**src/pkg/nspw_pkg.sv**
```systemverilog
// Shared constants, types and helpers for the NRZ serial port with wake-up
package nspw_pkg;
	// Receiver oversampling: zero-based slot numbers inside one bit
	localparam logic [3:0] RT_SAMPLE_A  = 4'h7;
	localparam logic [3:0] RT_SAMPLE_B  = 4'h8;
	localparam logic [3:0] RT_SAMPLE_C  = 4'h9;
	localparam logic [3:0] RT_VOTE      = 4'ha;
	localparam logic [3:0] RT_LAST      = 4'hf;
	// Transmitter divide-by-sixteen stage
	localparam logic [3:0] TX_SUB_LAST  = 4'hf;
	localparam int         TX_HALF_BIT  = 3;
	// Character and frame lengths
	localparam logic [3:0] DATA_BITS_8  = 4'h8;
	localparam logic [3:0] DATA_BITS_9  = 4'h9;
	localparam logic [3:0] FRAME_BITS_8 = 4'ha;
	localparam logic [3:0] FRAME_BITS_9 = 4'hb;
	// Idle line: a whole frame of high bits counted in receiver samples
	localparam logic [7:0] QUIET_RT_8   = 8'ha0;
	localparam logic [7:0] QUIET_RT_9   = 8'hb0;
	localparam logic [3:0] IDX_START    = 4'h0;
	localparam logic [3:0] IDX_FIRST    = 4'h1;
	localparam logic [10:0] FRAME_ONES  = 11'h7ff;
	localparam logic [10:0] FRAME_ZEROS = 11'h000;
	// Reset values of the transmit flags
	localparam logic TX_EMPTY_RST = 1'b1;
	localparam logic TX_DONE_RST  = 1'b1;

	typedef enum logic {RX_HUNT, RX_FRAME} nspw_rx_e;
	typedef enum logic {TX_IDLE, TX_FRAME} nspw_tx_e;

	function automatic logic maj3(input logic [2:0] v);
		maj3 = (v[0] & v[1]) | (v[0] & v[2]) | (v[1] & v[2]);
	endfunction

	// Rate select: divide by a power of two
	function automatic logic [6:0] rateMask(input logic [2:0] sel);
		logic [7:0] m;
		m = (8'h01 << sel) - 8'h01;
		rateMask = m[6:0];
	endfunction

	function automatic logic [3:0] frameBits(input logic nine);
		frameBits = nine ? FRAME_BITS_9 : FRAME_BITS_8;
	endfunction

	function automatic logic [3:0] dataBits(input logic nine);
		dataBits = nine ? DATA_BITS_9 : DATA_BITS_8;
	endfunction
endpackage

```
**src/design/nspw_serial_port.sv**
```systemverilog
// NRZ serial port: transmitter, oversampling receiver, sync clock and wake-up
`timescale 1ns/1ps
`default_nettype none

module nspw_serial_port
	import nspw_pkg::*;
(
	// Clock and reset
	input  wire logic       clk_sys,
	input  wire logic       sys_rst,
	// Data window: write port and received data
	input  wire logic       dataWr,
	input  wire logic [7:0] dataWrVal,
	input  wire logic       txBit8,
	output logic      [7:0] rxData,
	output logic            rxBit8,
	// Control one
	input  wire logic       wordNine,
	input  wire logic       wakeAddr,
	input  wire logic       clkPol,
	input  wire logic       clkPha,
	input  wire logic       lastBitClk,
	// Control two
	input  wire logic       txOn,
	input  wire logic       rxOn,
	input  wire logic       txIrqEn,
	input  wire logic       doneIrqEn,
	input  wire logic       rxIrqEn,
	input  wire logic       idleIrqEn,
	input  wire logic       sleepSetReq,
	input  wire logic       sleepClrReq,
	input  wire logic       breakSend,
	// Rate selects
	input  wire logic [1:0] prescaleSel,
	input  wire logic [2:0] rxRateSel,
	input  wire logic [2:0] txRateSel,
	// Flags
	input  wire logic       rxFlagsAck,
	output logic            txEmpty,
	output logic            txDone,
	output logic            rxFull,
	output logic            lineQuiet,
	output logic            overrun,
	output logic            noise,
	output logic            framingErr,
	output logic            rxSleep,
	output logic            irq,
	// Serial pins
	input  wire logic       serialIn,
	output logic            serialOut,
	output logic            serialOutEn,
	output logic            syncClk,
	output logic            syncClkEn
);
	import nspw_pkg::*;

	typedef struct packed {
		logic        inSync1;
		logic        inSync2;
		logic [1:0]  preCnt;
		logic [6:0]  rxDiv;
		logic [6:0]  txDiv;
		logic [3:0]  txSub;
		nspw_rx_e    rxSt;
		logic [3:0]  rxRt;
		logic [3:0]  rxIdx;
		logic [2:0]  rxSamp;
		logic [8:0]  rxShift;
		logic        rxNoise;
		logic [7:0]  quietCnt;
		logic        gotChar;
		logic [7:0]  rxData;
		logic        rxBit8;
		logic        rxFull;
		logic        overrun;
		logic        noise;
		logic        framingErr;
		logic        lineQuiet;
		logic        rxSleep;
		nspw_tx_e    txSt;
		logic [8:0]  txBuf;
		logic        bufFull;
		logic [10:0] txShift;
		logic [3:0]  txLeft;
		logic [3:0]  txIdx;
		logic        txData;
		logic        txLine;
		logic        txEmpty;
		logic        txDone;
		logic        preamblePend;
		logic        prevTxOn;
		logic        syncClk;
	} nspw_state_s;

	nspw_state_s s;
	nspw_state_s n;

	logic        preTick;
	logic        rxTick;
	logic        txTick;
	logic        bitTick;
	logic        line;
	logic        vote;
	logic        disagree;
	logic        frameEnd;
	logic        loadData;
	logic        loadAny;
	logic        wakeNow;
	logic        syncAct;
	logic [10:0] dataFrame;
	logic [7:0]  quietLim;

	always_comb begin
		n = s;
		n.inSync1 = serialIn;
		n.inSync2 = s.inSync1;
		line = s.inSync2;

		// Shared prescaler, then independent power-of-two rate selects
		preTick = (s.preCnt == prescaleSel);
		n.preCnt = preTick ? 2'h0 : s.preCnt + 2'h1;
		n.rxDiv = preTick ? s.rxDiv + 7'h01 : s.rxDiv;
		n.txDiv = preTick ? s.txDiv + 7'h01 : s.txDiv;
		rxTick = preTick && ((s.rxDiv & rateMask(rxRateSel)) == rateMask(rxRateSel));
		txTick = preTick && ((s.txDiv & rateMask(txRateSel)) == rateMask(txRateSel));
		// Transmit bit tick is one sixteenth of the transmit rate tick (txTick)
		n.txSub = txTick ? s.txSub + 4'h1 : s.txSub;
		bitTick = txTick && (s.txSub == TX_SUB_LAST);

		// Receive flag clears come first so that a same-cycle set wins; a same-cycle sleep clear beats a sleep set
		if (rxFlagsAck) begin
			n.rxFull = 1'b0;
			n.overrun = 1'b0;
			n.noise = 1'b0;
			n.framingErr = 1'b0;
			n.lineQuiet = 1'b0;
		end
		if (sleepSetReq) begin
			n.rxSleep = 1'b1;
		end
		if (sleepClrReq) begin
			n.rxSleep = 1'b0;
		end

		// Receiver
		vote = maj3(s.rxSamp);
		disagree = (|s.rxSamp) && !(&s.rxSamp);
		wakeNow = s.rxSleep && wakeAddr && s.rxShift[8];
		quietLim = wordNine ? QUIET_RT_9 : QUIET_RT_8;
		if (!rxOn) begin
			n.rxSt = RX_HUNT;
			n.quietCnt = 8'h00;
		end else if (rxTick) begin
			// Quiet counter runs only between frames while the line stays high
			if (line && s.rxSt == RX_HUNT && s.quietCnt != quietLim) begin
				n.quietCnt = s.quietCnt + 8'h01;
				if (s.quietCnt + 8'h01 == quietLim) begin
					if (s.rxSleep && !wakeAddr) begin
						n.rxSleep = 1'b0;
					end else if (!s.rxSleep && s.gotChar) begin
						n.lineQuiet = 1'b1;
						n.gotChar = 1'b0;
					end
				end
			end else if (!line || s.rxSt == RX_FRAME) begin
				n.quietCnt = 8'h00;
			end
			case (s.rxSt)
				RX_HUNT: begin
					if (!line) begin
						n.rxSt = RX_FRAME;
						n.rxRt = 4'h0;
						n.rxIdx = IDX_START;
						n.rxNoise = 1'b0;
					end
				end
				RX_FRAME: begin
					n.rxRt = s.rxRt + 4'h1;
					if (s.rxRt == RT_LAST) begin
						n.rxIdx = s.rxIdx + 4'h1;
					end
					if (s.rxRt == RT_SAMPLE_A || s.rxRt == RT_SAMPLE_B || s.rxRt == RT_SAMPLE_C) begin
						n.rxSamp = {s.rxSamp[1:0], line};
					end
					if (s.rxRt == RT_VOTE) begin
						n.rxNoise = s.rxNoise | disagree;
						if (s.rxIdx == IDX_START) begin
							if (vote) begin
								n.rxSt = RX_HUNT;
							end
						end else if (s.rxIdx <= dataBits(wordNine)) begin
							n.rxShift = {vote, s.rxShift[8:1]};
						end else begin
							// Stop bit: a low stop, all-zero data included, is a framing error
							n.rxSt = RX_HUNT;
							if (!s.rxSleep || wakeNow) begin
								n.gotChar = 1'b1;
								n.noise = n.noise | s.rxNoise | disagree;
								n.framingErr = n.framingErr | !vote;
								if (s.rxFull) begin
									n.overrun = 1'b1;
								end else begin
									n.rxFull = 1'b1;
									n.rxData = wordNine ? s.rxShift[7:0] : s.rxShift[8:1];
									n.rxBit8 = wordNine & s.rxShift[8];
								end
							end
							if (wakeNow) begin
								n.rxSleep = 1'b0;
							end
						end
					end
				end
				default: n.rxSt = RX_HUNT;
			endcase
		end

		// Transmitter
		n.prevTxOn = txOn;
		if (txOn && !s.prevTxOn) begin
			n.preamblePend = 1'b1;
		end
		if (dataWr) begin
			n.txBuf = {txBit8, dataWrVal};
			n.bufFull = 1'b1;
			n.txEmpty = 1'b0;
			n.txDone = 1'b0;
		end
		dataFrame = {1'b1, wordNine ? s.txBuf[8] : 1'b1, s.txBuf[7:0], 1'b0};
		frameEnd = (s.txSt == TX_IDLE) || (s.txLeft == 4'h1);
		loadData = bitTick && frameEnd && txOn && !s.preamblePend && s.bufFull;
		loadAny = bitTick && frameEnd && txOn && (s.preamblePend || s.bufFull || breakSend);
		if (bitTick) begin
			if (!frameEnd) begin
				n.txShift = {1'b1, s.txShift[10:1]};
				n.txLine = s.txShift[1];
				n.txLeft = s.txLeft - 4'h1;
				n.txIdx = s.txIdx + 4'h1;
			end else if (loadAny) begin
				// A frame in flight always completes; only new loads need the enable
				n.txSt = TX_FRAME;
				n.txLeft = frameBits(wordNine);
				n.txIdx = IDX_START;
				n.txData = loadData;
				if (s.preamblePend) begin
					n.txShift = FRAME_ONES;
					n.preamblePend = 1'b0;
				end else if (s.bufFull) begin
					n.txShift = dataFrame;
					n.bufFull = dataWr;
					n.txEmpty = 1'b1;
				end else begin
					n.txShift = FRAME_ZEROS;
				end
				n.txLine = n.txShift[0];
			end else begin
				n.txSt = TX_IDLE;
				n.txLine = 1'b1;
				if (s.txSt == TX_FRAME) begin
					n.txDone = 1'b1;
				end
			end
		end

		// Sync clock: data bits only, last one on request, preamble and break silent
		syncAct = (s.txSt == TX_FRAME) && s.txData && (s.txIdx >= IDX_FIRST)
			&& ((s.txIdx < dataBits(wordNine)) || (s.txIdx == dataBits(wordNine) && lastBitClk));
		n.syncClk = clkPol ^ (syncAct && (clkPha ^ s.txSub[TX_HALF_BIT]));

		if (sys_rst) begin
			n = '0;
			n.txEmpty = TX_EMPTY_RST;
			n.txDone = TX_DONE_RST;
			n.txLine = 1'b1;
		end
	end

	always_ff @(posedge clk_sys) begin
		s <= n;
	end

	assign rxData = s.rxData;
	assign rxBit8 = s.rxBit8;
	assign txEmpty = s.txEmpty;
	assign txDone = s.txDone;
	assign rxFull = s.rxFull;
	assign lineQuiet = s.lineQuiet;
	assign overrun = s.overrun;
	assign noise = s.noise;
	assign framingErr = s.framingErr;
	assign rxSleep = s.rxSleep;
	assign irq = (txIrqEn && s.txEmpty) || (doneIrqEn && s.txDone)
		|| (rxIrqEn && (s.rxFull || s.overrun)) || (idleIrqEn && s.lineQuiet);
	assign serialOut = s.txLine;
	assign serialOutEn = txOn || (s.txSt == TX_FRAME);
	assign syncClk = s.syncClk;
	assign syncClkEn = serialOutEn;
endmodule

`default_nettype wire

```
**config.mk**
```make
export PLATFORM = sky130hd
export DESIGN_NAME = nspw_serial_port
export DESIGN_NICKNAME = d
export VERILOG_FILES = /design/src/pkg/nspw_pkg.sv /design/src/design/nspw_serial_port.sv
export SDC_FILE = /design/constraint.sdc
export NUM_CORES = 1
export LEC_CHECK = 0
export BUFFER_PORTS_ARGS = -buffer_cell sky130_fd_sc_hd__buf_2
export CAP_MARGIN = 10
export CORE_MARGIN = 4
export CORE_UTILIZATION = 59
export CTS_CLUSTER_SIZE = 12
export DETAILED_ROUTE_END_ITERATION = 10
export GPL_TIMING_DRIVEN = 0
export PLACE_DENSITY = 0.82
export SLEW_MARGIN = 0
export SYNTH_ARGS = -nofsm -noshare
export SYNTH_HDL_FRONTEND = slang
export SYNTH_SLANG_ARGS = --single-unit
```
**constraint.sdc**
```tcl
create_clock -name clk_sys -period 3.87 [get_ports clk_sys]
set_input_delay 0.5805 -clock clk_sys [delete_from_list [all_inputs] [get_ports clk_sys]]
set_output_delay 0.5805 -clock clk_sys [all_outputs]
set_load 0.02 [all_outputs]
```
Word-level counts from Yosys, hierarchy flattened --
Index checks and enable logic that the tools add are counted.
Storage, ports and cells: register bits 105, input port bits 36, word-level logic and storage cells 218
Cells by class: $add $sub $neg 11, order comparisons 3, equality and inequality tests 17, shift-type cells 2, mux-type cells 68, bitwise operators 20, reductions and logical operators 62
Operator list (number):
- $mux W14 | 5
- $mux W1 | 39
- $mux W9 | 3
- $logic_and A1 B1 Y1 | 25
- $mux W25 | 1
- $mux W8 | 3
- $mux W11 | 2
- $mux W21 | 1
- $eq A4 B4 Y1 const B | 5
- $mux W10 | 2
- $mux W19 | 1
- $pmux W9 S2 | 1
- $add A4 B1 Y4 const B | 4
- $add A7 B1 Y7 const B | 2
- $and A7 B7 Y7 | 2
- $eq A7 B7 Y1 | 2
- $shl A1 B3 Y7 const A | 2
- $sub A7 B1 Y7 const B | 2
- $logic_or A1 B1 Y1 | 13
- $mux W6 | 2
- $reduce_and A4 Y1 | 3
- $mux W5 | 2
- $reduce_and A3 Y1 | 3
- $add A8 B1 Y8 const B | 1
- 29 further kinds | 57

Longest topological paths before layout --
word-level depth 13, mapped depth 12, depth with buffers taken out 8

Worst setup path after synthesis --
Ideal clock, no wire load.
path type input to register, start point in rxRateSel[1], end point reg s (netlist bit rxBit8), library setup time 0.116 ns, data arrival time 2.917 ns, slack 0.837 ns, stages 11, buffers on the path 4, path through buf_2 > or3_1 > ha_1 > clkbuf_1 > nor3b_1 > and2_1 > clkbuf_1 > a311o_1 > clkbuf_1 > nor4_1 > a31o_2
On the way: cells in the longest elaborated chain, start to end 6
RTL lines:
- start, declared | line nspw_serial_port.sv:35 | input wire logic [2:0] rxRateSel,
- $shl A1 B3 Y7 (*) | line nspw_pkg.sv:38 | m = (8'h01 << sel) - 8'h01;
- $sub A7 B1 Y7 (*) | line nspw_pkg.sv:38
- $and A7 B7 Y7 | line nspw_serial_port.sv:124 | rxTick = preTick && ((s.rxDiv & rateMask(rxRateSel)) == rateMask(rxRateSel));
- $eq A7 B7 Y1 (*) | line nspw_serial_port.sv:124
- $logic_and A1 B1 Y1 (*) | line nspw_serial_port.sv:124
- $reduce_and A8 Y1 (no source line) (*)
- end signal, assigned | line nspw_serial_port.sv:279 | s <= n;
- end, declared | line nspw_serial_port.sv:95 | nspw_state_s s;
Every way passes the cells marked *; elsewhere a longest branch is shown, timed or not. A chain may end at the register's enable or synchronous reset.

Worst setup path in the final report --
start point in txRateSel[1], end point reg s[19] (netlist name)
On the way: cells in the longest elaborated chain, start to end 11
RTL lines:
- start, declared | line nspw_serial_port.sv:36 | input wire logic [2:0] txRateSel,
- $shl A1 B3 Y7 (*) | line nspw_pkg.sv:38
- $sub A7 B1 Y7 (*) | line nspw_pkg.sv:38
- $and A7 B7 Y7 | line nspw_serial_port.sv:125 | txTick = preTick && ((s.txDiv & rateMask(txRateSel)) == rateMask(txRateSel));
- $eq A7 B7 Y1 (*) | line nspw_serial_port.sv:125
- $logic_and A1 B1 Y1 (*) | line nspw_serial_port.sv:125
- $logic_and A1 B1 Y1 (*) | line nspw_serial_port.sv:128 | bitTick = txTick && (s.txSub == TX_SUB_LAST);
- $logic_and A1 B1 Y1 (3 in series) | line nspw_serial_port.sv:232 | loadAny = bitTick && frameEnd && txOn && (s.preamblePend || s.bufFull || breakSend);
- $ne A2 B1 Y1 (no source line)
- $reduce_and A2 Y1 (no source line) (*)
Marks and branches as above.

==> out/metrics.csv <==
stage;metric;value;unit
sta;finalCritPeriodShare;0.862;
detailed_routing;first_iter_violations;474;
clock_tree;postCtsHoldBufs;0;
clock_tree;cts_setup_buffers;0;
finish;drive_gt1_frac;0.131;
synth;synth-seq-cells;104;
pwr;p_leak;2.33;nW
sta;setup_viol;0;
job;max_cap_viol_count;0;
worst_setup_path;worst-r2r-cell-count;7;
global_route;antenna_found_initial;0;
synth;yosysMostFrequentCell;dfxtp_1;
synth;synth_cell_type_count;69;
worst_setup_path;regToRegSetupSlack;920;ps
worst_setup_path;r2r-end;s[19];
finish;diodes;0;
finish;multiInputGateArea;3250;sq um
die;placementRows;35;
global_route;grt_pass1_vias;5264;
worst_setup_path;cp.arrival;3610;ps
worst_hold_path;hold-path-endpoint;dataFrame[5];
worst_setup_path;setup.worst_path.start;txRateSel[1];
clock_tree;clk_latency;380;ps
placed_design;post-dp-hpwl;11.0;mm
clock_tree;cts_buffers;9;
clock_tree;path_clk_slew;100;ps
sta;timing.slew.headroom;0.118;
worst_hold_path;hold_start;dataWrVal[4];
finish;layout.nets;806;
clock_tree;cts_buffer_depth;2;
synth;synth-async-reset-ratio;0;
die;die_y;106;microns
sta;worst_slew_pin_slew;1310;ps
detailed_routing;drt_wl_total;14.9;mm
synth;synth_top_flop_cell;dfxtp_1;
clock_tree;clock-sinks;104;
worst_hold_path;holdPathStages;3;
worst_setup_path;path_class;in -> reg;
worst_setup_path;cp.required;4140;ps
sta;report.final.slew_viol_count;0;
pwr;peakVddDrop;0.000212;V
synth;yosys.area.top_type;dfxtp_1;
global_route;grt_first_pass_wirelength;24.9;mm
synth;mappedNetlistNets;741;
worst_hold_path;worstHoldPathType;in -> reg;
detailed_routing;final_antenna_net_count;0;
synth;synth_commonest_cells;dfxtp_1 (104), a21oi_1 (49), nand2_1 (46), nor2_1 (44);
worst_setup_path;r2r-start;s[102];
synth;yosysWarnings;0;
die;die_area;11300;sq um
synth;synth-edff-count;0;
synth;syn_area;5720;sq um
detailed_routing;wl_per_cell;16.9;microns
clock_tree;cts_resized;0;
die;ios;58;
sta;min_period;3340;ps
detailed_routing;firstDrtPassIters;7;
pwr;power_density;309;nW/um^2
detailed_routing;via_count;5605;
synth;synth_top_area_share;0.364;
detailed_routing;drc_errors;0;
clock_tree;root_buffer;clkbuf_8;
finish;area_delta_synth_final;10.2;%
detailed_routing;vias_per_cell;6.35;
sta;report.final.hold_viol_count;0;
worst_setup_path;cp_max_fo;10;
worst_setup_path;start_kind;input pin;
synth;syn_avg_cell_area;8.35;sq um
synth;synth_area_leaders;dfxtp_1 (36%), ha_1 (4.4%), a21oi_1 (4.3%), o31ai_1 (3.4%), nand4_1 (3.1%);
global_route;grt_usage;0.267;
finish;ff_latch_area;2080;sq um
sta;fmaxAchievable;300;MHz
die;start_util;0.613;
die;core;9330;sq um
placed_design;gp_congestion;0.909;
clock_tree;cts_tree;yes;
sta;rsz0062_at_grt;no;
worst_setup_path;critPathCaptureType;register;
finish;top_register;s;
outcome;status;finished clean;
synth;synthCells;685;
global_route;overflow;0;
sta;fin_skew;12.1;ps
die;die_x;106;microns
clock_tree;htree_num_levels;3;
sta;fin_setup_tns;0;ps
synth;ys_seq_area_frac;0.364;
global_route;grt_max_degree;16;
finish;fillers;814;
placed_design;io_buffers;54;
sta;holdWs;437;ps
finish;largest_reg_flops;76;
==> metal layers <==
metal | vias up | global-route usage | share of wire
met5 | - | 0 | 0
met4 | 0 | 0.0731 | 0.018
met3 | 34 | 0.0631 | 0.085
met2 | 250 | 0.430 | 0.46
met1 | 2643 | 0.358 | 0.44
li1 | 2678 | - | -
==> worst max-delay path, cell delays in order <==
cell	delay, ps
clkbuf_1	160
nor3_1	250
inv_1	70
ha_1	270
or3b_2	220
a31oi_1	100
nor4_1	1090
a31oi_1	260
clkbuf_1	300
a22o_1	290
==> logic make-up after synthesis <==
| group | after synthesis | share of synthesized area |
|---|---|---|
| AND/OR/NAND/NOR | 244 | 0.232 |
| AO/OA/AOI/OAI | 188 | 0.224 |
| flip-flops | 104 | 0.364 |
| buffers and inverters | 89 | 0.0680 |
| adder cells (fa/ha/maj) | 21 | 0.0455 |
| multiplexers | 20 | 0.0368 |
| XOR/XNOR | 19 | 0.0291 |
==> where the power goes <==
group / switching, mW / internal [mW] / total [mW]
registers: 0.0216 / 1.09 / 1.11
logic: 0.158 / 0.0843 / 0.242
clock network: 0.363 / 0.228 / 0.591
==> final cells by class <==
cell class,count,share of cell area
inverters,32,0.0191
clock inverters,3,0.00337
repair buffers,54,0.0429
clock buffers,11,0.0208
well taps,129,0.0256
plain buffers,57,0.0427
flip-flops and latches,104,0.330
multi-input cells,492,0.515
==> layout by cell type (no fill, tap or decap), types with 5 or more instances in the layout <==
master and instances:
dfxtp_1 104, buf_2 59, a21oi_1 49, nand2_1 46, nor2_1 44, clkbuf_1 34, nand3_1 32, inv_1 32
o21ai_0 28, nand4_1 28, o31ai_1 26, ha_1 20, a31oi_1 14, nor3_1 13, mux2i_1 12, xnor2_1 12
nor4_1 11, nor2b_1 11, nor3b_1 11, and3_1 9, a22o_1 9, buf_1 9, buf_4 9, clkbuf_8 9
mux2_2 8, xor2_1 7, nor4b_1 7, or3_1 6, nand2b_1 5
==> worst max-delay path by stage <==
| stage | to | slack (ps) | cells past startpoint |
|---|---|---|---|
| floorplan | rxBit8 | 840 | 11 |
| global placement | s[13] | 300 | 9 |
| detailed placement | s[13] | 200 | 9 |
| CTS | s[19] | 600 | 10 |
| global route | s[9] | 390 | 9 |
| finish | s[19] | 530 | 10 |
==> stage by stage <==
step                      setup slack (ps)  area (sq um)  cells   util  power (mW)
after detailed placement               197          6150    868  0.659        1.38
after CTS                              600          6300    882  0.676        1.95
after floorplan                        837          5720    685      -        1.30
after global routing                   393          6300    882  0.676        2.03
final                                  534          6300    882  0.676        1.95
after global placement                 296          6150    868  0.659        1.37
Power figures use the tool's default switching activity.
